[src/rtl/pgs_pkg.sv]
// package: register map, reset values, timing and state encoding for the pid gain/sequencing block
//
// Overview of operation
// - switch condition 0 always uses coefficient set 1.
// - condition 1: terminal inactive selects set 1, active selects set 2.
// - condition 2: absolute deviation below threshold set 1, above it set 2.
// - condition 3: pid output scaled to percent of max frequency against threshold.
// - threshold spans 0 to 100 percent, resets to zero, used only in 2 or 3.
// - regulator runs once per sampling period, 1 to 60000 ms, default 1 ms.
// - deviation within the dead band stops pid adjustment.
// - positive action: feedback below target raises output frequency.
// - negative action: feedback below target lowers output frequency.
// - after start, ramp at acceleration rate to initial output value.
// - hold initial value for hold time in 10 ms steps, then regulate.
// - negative output runs at zero frequency (policy 0) or reverses (policy 1).
// - reverse frequency is limited to the reverse cutoff frequency.
package pgs_pkg;
	// register byte offsets
	localparam logic [7:0] OFF_CTRL = 8'h00;
	localparam logic [7:0] OFF_THRESH = 8'h04;
	localparam logic [7:0] OFF_SAMPLE = 8'h08;
	localparam logic [7:0] OFF_DEADBAND = 8'h0C;
	localparam logic [7:0] OFF_INITVAL = 8'h10;
	localparam logic [7:0] OFF_HOLD = 8'h14;
	localparam logic [7:0] OFF_REVCUT = 8'h18;
	localparam logic [7:0] OFF_ACCEL = 8'h1C;
	localparam logic [7:0] OFF_MAXFREQ = 8'h20;
	localparam logic [7:0] OFF_STATUS = 8'h24;
	localparam logic [7:0] OFF_FREQ = 8'h28;
	// control register field positions
	localparam int CTRL_COND_LSB = 0;
	localparam int CTRL_ACTION_BIT = 2;
	localparam int CTRL_POLICY_BIT = 3;
	// reset values
	localparam logic [1:0] RST_COND = 2'h0;
	localparam logic [9:0] RST_THRESH = 10'h000;
	localparam logic [15:0] RST_SAMPLE = 16'h0001;
	localparam logic [9:0] RST_DEADBAND = 10'h000;
	localparam logic [9:0] RST_INITVAL = 10'h000;
	localparam logic [15:0] RST_HOLD = 16'h0000;
	localparam logic [15:0] RST_REVCUT = 16'h00C8;
	localparam logic [15:0] RST_ACCEL = 16'h0001;
	localparam logic [15:0] RST_MAXFREQ = 16'h1388;
	// value limits
	localparam logic [15:0] MAX_SAMPLE_MS = 16'hEA60;
	localparam logic [9:0] MAX_PERCENT = 10'h3E8;
	localparam logic [9:0] MAX_DEADBAND = 10'h1F4;
	localparam logic [15:0] MAX_HOLD = 16'hEA60;
	localparam logic [31:0] PERCENT_FULL = 32'h000003E8;
	// timing
	localparam int CLK_PERIOD_NS = 25;
	localparam int MS_IN_NS = 1000000;
	localparam int CYC_PER_MS = MS_IN_NS / CLK_PERIOD_NS;
	localparam int HOLD_STEP_MS = 10;
	// sequencing states
	typedef enum logic [3:0] {
		ST_IDLE = 4'b0001,
		ST_RAMP = 4'b0010,
		ST_HOLD = 4'b0100,
		ST_RUN = 4'b1000
	} pgs_state_t;
endpackage

[src/rtl/pgs_gain_seq.sv]
// module: pid coefficient-set selection, sampling, dead band, start-up ramp and output polarity
//
// Decided for this implementation: the register addresses and the strobed register port.
`timescale 1ns/1ps
module pgs_gain_seq import pgs_pkg::*; #(
	parameter int msCycles = CYC_PER_MS
) (
	input wire logic sys_clk,
	input wire logic sys_rst,
	input wire logic [7:0] regAddr,
	input wire logic [31:0] regWrData,
	input wire logic regWr,
	input wire logic regRd,
	output logic [31:0] regRdData,
	input wire logic runCommand,
	input wire logic digitalInputTerminal,
	input wire logic [9:0] targetValue,
	input wire logic [9:0] feedbackValue,
	input wire logic signed [16:0] pidOutput,
	output logic pidExecute,
	output logic coefSetSel,
	output logic signed [10:0] deviationOut,
	output logic [15:0] freqCommand,
	output logic reverseRun,
	output logic closedLoopActive
);

	typedef struct packed {
		pgs_state_t state;
		logic runMeta;
		logic runSync;
		logic termMeta;
		logic termSync;
		logic [15:0] msCnt;
		logic msTick;
		logic [15:0] sampCnt;
		logic [19:0] holdCnt;
		logic coefPending;
		logic coefSet;
		logic pidExec;
		logic signed [10:0] devOut;
		logic [15:0] freq;
		logic reverse;
		logic [1:0] gainSwitchCondition;
		logic actionDirection;
		logic negativeOutputPolicy;
		logic [9:0] gainSwitchThreshold;
		logic [15:0] samplingPeriod;
		logic [9:0] deviationDeadBand;
		logic [9:0] initialOutputValue;
		logic [15:0] initialHoldTime;
		logic [15:0] reverseCutoffFrequency;
		logic [15:0] accelStep;
		logic [15:0] maxFrequency;
		logic [31:0] rdData;
	} pgs_regs_t;

	pgs_regs_t q;
	pgs_regs_t d;

	// magnitude of a signed value
	function automatic logic [16:0] absVal(input logic signed [16:0] v);
		absVal = v[16] ? 17'(-v) : 17'(v);
	endfunction

	// smaller of two unsigned values
	function automatic logic [16:0] minVal(input logic [16:0] a, input logic [16:0] b);
		minVal = (a < b) ? a : b;
	endfunction

	logic signed [16:0] devRaw;
	logic [16:0] devAbs;
	logic [31:0] pidScaled;
	logic [31:0] threshScaled;
	logic [31:0] freqScaled;
	logic [31:0] initScaled;
	logic [16:0] freqSum;
	logic coefNext;

	// deviation and scaled comparisons
	always_comb begin
		devRaw = 17'(signed'({7'h00, targetValue})) - 17'(signed'({7'h00, feedbackValue}));
		devAbs = absVal(devRaw);
		pidScaled = pidOutput[16] ? 32'h00000000 : 32'({15'h0000, pidOutput[15:0]}) * PERCENT_FULL;
		threshScaled = 32'({22'h000000, q.gainSwitchThreshold}) * 32'({16'h0000, q.maxFrequency});
		freqScaled = 32'({16'h0000, q.freq}) * PERCENT_FULL;
		initScaled = 32'({22'h000000, q.initialOutputValue}) * 32'({16'h0000, q.maxFrequency});
		freqSum = 17'({1'b0, q.freq}) + 17'({1'b0, q.accelStep});
	end

	// coefficient set candidate for the current conditions
	always_comb begin
		case (q.gainSwitchCondition)
			2'h0: coefNext = 1'b0;
			2'h1: coefNext = q.termSync;
			2'h2: coefNext = devAbs > 17'({7'h00, q.gainSwitchThreshold});
			2'h3: coefNext = pidScaled > threshScaled;
			default: coefNext = 1'b0;
		endcase
	end

	// next-state logic for every register of the block
	always_comb begin
		d = q;
		d.runMeta = runCommand;
		d.runSync = q.runMeta;
		d.termMeta = digitalInputTerminal;
		d.termSync = q.termMeta;
		d.pidExec = 1'b0;
		d.msTick = 1'b0;
		d.rdData = 32'h00000000;

		// millisecond time base
		if (q.msCnt >= 16'(msCycles - 1)) begin
			d.msCnt = 16'h0000;
			d.msTick = 1'b1;
		end else begin
			d.msCnt = q.msCnt + 16'h0001;
		end

		// sampling period: one regulator execution per period
		if (q.msTick) begin
			if (q.sampCnt + 16'h0001 >= q.samplingPeriod) begin
				d.sampCnt = 16'h0000;
				if (q.state == ST_RUN && q.runSync) begin
					d.pidExec = 1'b1;
					d.coefSet = q.coefPending;
					d.coefPending = coefNext;
					// dead band and action direction
					if (devAbs <= 17'({7'h00, q.deviationDeadBand})) begin
						d.devOut = 11'sh000;
					end else if (q.actionDirection) begin
						d.devOut = 11'(-devRaw);
					end else begin
						d.devOut = 11'(devRaw);
					end
				end
			end else begin
				d.sampCnt = q.sampCnt + 16'h0001;
			end
		end

		// start-up sequencing and output frequency
		case (q.state)
			ST_IDLE: begin
				d.freq = 16'h0000;
				d.reverse = 1'b0;
				d.holdCnt = 20'h00000;
				d.sampCnt = 16'h0000;
				d.devOut = 11'sh000;
				d.coefPending = coefNext;
				d.coefSet = coefNext;
				if (q.runSync) begin
					d.state = ST_RAMP;
				end
			end
			ST_RAMP: begin
				if (freqScaled >= initScaled) begin
					d.state = ST_HOLD;
				end else if (q.msTick) begin
					d.freq = (freqSum > 17'({1'b0, q.maxFrequency})) ? q.maxFrequency : freqSum[15:0];
				end
			end
			ST_HOLD: begin
				if (q.holdCnt >= 20'(32'(q.initialHoldTime) * HOLD_STEP_MS)) begin
					d.state = ST_RUN;
					d.sampCnt = 16'h0000;
				end else if (q.msTick) begin
					d.holdCnt = q.holdCnt + 20'h00001;
				end
			end
			ST_RUN: begin
				if (pidOutput[16]) begin
					d.reverse = q.negativeOutputPolicy;
					d.freq = q.negativeOutputPolicy ?
						16'(minVal(absVal(pidOutput), 17'({1'b0, q.reverseCutoffFrequency}))) :
						16'h0000;
				end else begin
					d.reverse = 1'b0;
					d.freq = 16'(minVal(17'(pidOutput), 17'({1'b0, q.maxFrequency})));
				end
			end
			default: d.state = ST_IDLE;
		endcase
		// a dropped run command stops the output in the same cycle as the state
		if (!q.runSync) begin
			d.state = ST_IDLE;
			d.freq = 16'h0000;
			d.reverse = 1'b0;
		end

		// register writes, out-of-range values are clamped
		if (regWr) begin
			case (regAddr)
				OFF_CTRL: begin
					d.gainSwitchCondition = regWrData[CTRL_COND_LSB +: 2];
					d.actionDirection = regWrData[CTRL_ACTION_BIT];
					d.negativeOutputPolicy = regWrData[CTRL_POLICY_BIT];
				end
				OFF_THRESH: d.gainSwitchThreshold = (regWrData[15:0] > 16'({6'h00, MAX_PERCENT})) ?
					MAX_PERCENT : regWrData[9:0];
				OFF_SAMPLE: d.samplingPeriod = (regWrData[15:0] == 16'h0000) ? RST_SAMPLE :
					((regWrData[15:0] > MAX_SAMPLE_MS) ? MAX_SAMPLE_MS : regWrData[15:0]);
				OFF_DEADBAND: d.deviationDeadBand = (regWrData[15:0] > 16'({6'h00, MAX_DEADBAND})) ?
					MAX_DEADBAND : regWrData[9:0];
				OFF_INITVAL: d.initialOutputValue = (regWrData[15:0] > 16'({6'h00, MAX_PERCENT})) ?
					MAX_PERCENT : regWrData[9:0];
				OFF_HOLD: d.initialHoldTime = (regWrData[15:0] > MAX_HOLD) ? MAX_HOLD : regWrData[15:0];
				OFF_REVCUT: d.reverseCutoffFrequency = regWrData[15:0];
				OFF_ACCEL: d.accelStep = regWrData[15:0];
				OFF_MAXFREQ: d.maxFrequency = regWrData[15:0];
				default: d.maxFrequency = q.maxFrequency;
			endcase
		end

		// register reads, data valid the following cycle
		if (regRd) begin
			case (regAddr)
				OFF_CTRL: d.rdData = {28'h0000000, q.negativeOutputPolicy, q.actionDirection, q.gainSwitchCondition};
				OFF_THRESH: d.rdData = {22'h000000, q.gainSwitchThreshold};
				OFF_SAMPLE: d.rdData = {16'h0000, q.samplingPeriod};
				OFF_DEADBAND: d.rdData = {22'h000000, q.deviationDeadBand};
				OFF_INITVAL: d.rdData = {22'h000000, q.initialOutputValue};
				OFF_HOLD: d.rdData = {16'h0000, q.initialHoldTime};
				OFF_REVCUT: d.rdData = {16'h0000, q.reverseCutoffFrequency};
				OFF_ACCEL: d.rdData = {16'h0000, q.accelStep};
				OFF_MAXFREQ: d.rdData = {16'h0000, q.maxFrequency};
				OFF_STATUS: d.rdData = {24'h000000, q.reverse, q.coefPending, q.coefSet, q.runSync, q.state};
				OFF_FREQ: d.rdData = {16'h0000, q.freq};
				default: d.rdData = 32'h00000000;
			endcase
		end

		// synchronous reset
		if (sys_rst) begin
			d = '0;
			d.state = ST_IDLE;
			d.gainSwitchCondition = RST_COND;
			d.gainSwitchThreshold = RST_THRESH;
			d.samplingPeriod = RST_SAMPLE;
			d.deviationDeadBand = RST_DEADBAND;
			d.initialOutputValue = RST_INITVAL;
			d.initialHoldTime = RST_HOLD;
			d.reverseCutoffFrequency = RST_REVCUT;
			d.accelStep = RST_ACCEL;
			d.maxFrequency = RST_MAXFREQ;
		end
	end

	// state register
	always_ff @(posedge sys_clk) begin
		q <= d;
	end

	// outputs straight from flip-flops
	assign regRdData = q.rdData;
	assign pidExecute = q.pidExec;
	assign coefSetSel = q.coefSet;
	assign deviationOut = q.devOut;
	assign freqCommand = q.freq;
	assign reverseRun = q.reverse;
	assign closedLoopActive = q.state[3];

endmodule

[config.mk]
export PLATFORM = sky130hd
export DESIGN_NAME = pgs_gain_seq
export DESIGN_NICKNAME = d
export VERILOG_FILES = /design/src/rtl/pgs_pkg.sv /design/src/rtl/pgs_gain_seq.sv
export SDC_FILE = /design/constraint.sdc
export NUM_CORES = 2
export LEC_CHECK = 0
export ABC_AREA = 1
export BUFFER_PORTS_ARGS = -buffer_cell sky130_fd_sc_hd__clkbuf_2
export CORE_MARGIN = 5
export CORE_UTILIZATION = 66
export CTS_BUF_LIST = sky130_fd_sc_hd__clkbuf_2
export DETAILED_ROUTE_END_ITERATION = 16
export PLACE_DENSITY = 0.81
export SYNTH_ARGS = -nofsm -noshare
export SYNTH_HDL_FRONTEND = slang
export SYNTH_SLANG_ARGS = --single-unit
[constraint.sdc]
create_clock -name sys_clk -period 8.6 [get_ports sys_clk]
set_clock_uncertainty 0.1 [all_clocks]
set_input_delay 0.43 -clock sys_clk [delete_from_list [all_inputs] [get_ports sys_clk]]
set_output_delay 0.43 -clock sys_clk [all_outputs]
set_load 0.03 [all_outputs]
==> impl_results.md <==
* Status: finished, final reports clean
* DR vias at 30800
* Met3 Usage GRT at 5.83%
* Gpl congestion at 1.03
* Mux share of post-synthesis cell area at 0.0602%
* Total track usage at 35.6%
* Cell with the most instances after synthesis: nand2_1
* Port bufs at 113
* Setup crit start: q[99]$_SDFFE_PP0P_
* Slew HR at 21.6%
* Dpl ws at 1150 ps
* WHS at 98.1 ps
* Syn Area/Cell at 7.32 µm²
* Slew @ Worst Pin at 1170 ps
* Drt first pass iters at 6
* Global-route wire length before repair at 156000 µm
* Initial antenna violation count at 5
* Min-delay src: regAddr[4]
* I/O pin count at 146
* Number of global-route vias before repair at 29400
* Share of layout cells above drive strength 1 at 6.88%
* Post-synth cell types at 70
* Clock Sinks at 222
* Most Used Layer, Global Route: met2
* Yosys reg bits at 222
* List of most frequent post-synthesis cells: nand2_1, inv_1, ha_1, a21oi_1, fa_1
* Post-route ant nets at 0
* Largest family of logic cells by synthesized area: adder cells
* Max-Cap Viols at 0
* Pwr dens at 103 mW/mm²
* Wire per inst at 18.6 µm
* Leak Pwr at 18.7 nW
* Post-Syn Area at 0.0332 mm²
* R2R depth at 27
* DR iter-0 viols at 3082
* Post-cts sizing count at 0
* Worst hold-check path type: in -> reg
* Setup crit start kind: flip-flop
* Mapped Cells at 4543
* Synth area leader: fa_1
* Non-Filler Instances at 5296
* Skew-Pair Late Insertion Delay at 1020 ps
* Min cycle time layout at 7550 ps
* Max rail drop VDD at 139 µV
* Clock transition at path regs at 110 ps
* Peak per-stage delay on the critical path at 930 ps
* Crit end category: flip-flop
* Row Count at 82
* Synth Area in Compound Gates at 12.7%
* Main area contributors after synthesis: fa_1, ha_1, dfxtp_1, nand2_1, inv_1
* R2r startpoint: q[99]$_SDFFE_PP0P_
* Postcts setup bufs at 0
* Final setup margin at 1050 ps
* Die area at 0.0550 mm²
* Cell Area, Placed at 0.0339 mm²
* GR Util met2 at 57.8%
* Clk buf depth at 3
* Crit-path max FO at 32
* Starting Density at 66.5%
* Met1 Usage GRT at 47.3%
* P&R area growth vs syn at 4.57%
* Crit path DAT at 8370 ps
* WP data required at 9420 ps
* Util after Layout at 69.6%
* Fin nets at 5439
* Sequential area share after synthesis at 13.4%
* Core area at 0.0500 mm²
* Die height at 234 µm
* Main flop type after synthesis: dfxtp_1
* RSZ-0062 raised after global routing: false
* Clock H-tree levels at 2
* Async SR Flop Fraction at 0%
* Critical path type: reg -> reg
* Fmax at 132 MHz
* Number of flops mapped to enable cells by yosys at 0
* Detailed placer's ending HPWL at 78400 µm
* Synth Area in Simple Gates at 20.2%
* Synth warn at 0
* Total grt overflow at 0
* Die span in x at 234 µm
* Post-Synth Adder-Cell Area at 36.8%
* Root buffer selected by CTS: clkbuf_2
* WL final at 98400 µm
* Total Neg Setup Slack at 0 ps
* Top-area cell type share of the netlist area at 19.9%
* # fillers at 4401
* Drt drc at 0
* CTS tree: yes
* CP max-delay cell: dfxtp_1
* Inst Count DP at 5164
* Post-Synth XOR/XNOR Area at 4.08%
* CTS buffer count at 57
* Final Hold Fails at 0
* Design Power at 3.60 mW
* Largest net degree at the start of global routing at 97
* Fin crit share at 87.8%
* Hold depth at 8
* Vias per cell at 5.82
* Post-Layout Inst Area at 0.0348 mm²
* Final setup fails at 0
* Count of pins over their slew limit at 0
[metal layers]
| metal | up-vias | routed length [µm] | share of wire [%] |
|---|---|---|---|
| met2 | 1580 | 44600 | 45 |
| met4 | 2 | 5140 | 5.2 |
| met1 | 14300 | 38300 | 39 |
| met5 | - | 12 | 0.012 |
| met3 | 286 | 10300 | 10 |
| li1 | 14600 | - | - |
[layout by cell type (no fill, tap or decap), types with 17 or more instances in the layout]
cell,n
a21oi_1,387
a31oi_1,22
buf_4,31
clkbuf_2,194
clkinv_1,17
dfxtp_1,222
dlygate4sd3_1,26
fa_1,331
ha_1,448
inv_1,814
inv_2,25
nand2_1,933
nand3_1,220
nand4_1,65
nor2_1,219
nor3_1,45
nor4_1,21
o21ai_0,195
o21ai_1,27
o22ai_1,36
xnor2_1,46
xor2_1,100
[state kept, by name, indices dropped and copies added (netlist names)]
register	flops
deviationOut	11
pidExecute	1
reverseRun	1
freqCommand	16
closedLoopActive	1
regRdData	16
q	175
coefSetSel	1
[logic make-up (layout without fill, tap and decap cells)]
family / after synthesis / after routing
other cells: 1 / 19
compound gates: 766 / 766
simple gates: 1567 / 1567
flops: 222 / 222
fa+ha+maj: 779 / 779
mux: 2 / 2
buf+inv: 1056 / 1119
xor+xnor: 150 / 150
[power by group]
group,switching [mW],internal [mW],leakage (nW)
logic,1.08,0.579,16.5
registers,0.00754,1.03,1.79
clock network,0.495,0.407,0.444
[cell type report]
class | instances | area, µm² | area share [%]
clock buffer | 81 | 405 | 1.17
timing repair buffer | 170 | 1060 | 3.05
clock inverter | 22 | 224 | 0.644
sequential | 222 | 4440 | 12.8
multi-input combinational | 3280 | 24600 | 70.8
tap | 672 | 841 | 2.42
inverter | 846 | 3180 | 9.14
antenna | 3 | 7.51 | 0.0216
[worst max-delay path, delay by kind of cell (launching register included)]
kind                     cells  cell delay [ps]
XOR/XNOR                     1              180
buffers and inverters        2              130
adder cells (fa/ha/maj)      7             3260
AND/OR/NAND/NOR             10             1740
AO/OA/AOI/OAI                7             1210
flip-flops                   1              930
[worst paths after layout]
kind / slack (ps) / to
worst max-delay path: 1050 / freqCommand[5]$_SDFFE_PP0P_
worst min-delay path: 100 / regRdData[7]$_SDFF_PP0_
worst max register to register: 1050 / freqCommand[5]$_SDFFE_PP0P_
worst min register to register: 310 / q[232]$_SDFF_PP0_
[timing repair]
item                                   4_1_cts  5_1_grt
setup endpoints to repair                    0        0
hold buffers                                26        0
endpoints found under the hold margin      138        0
No activity file was read; power rests on OpenSTA's default activity.
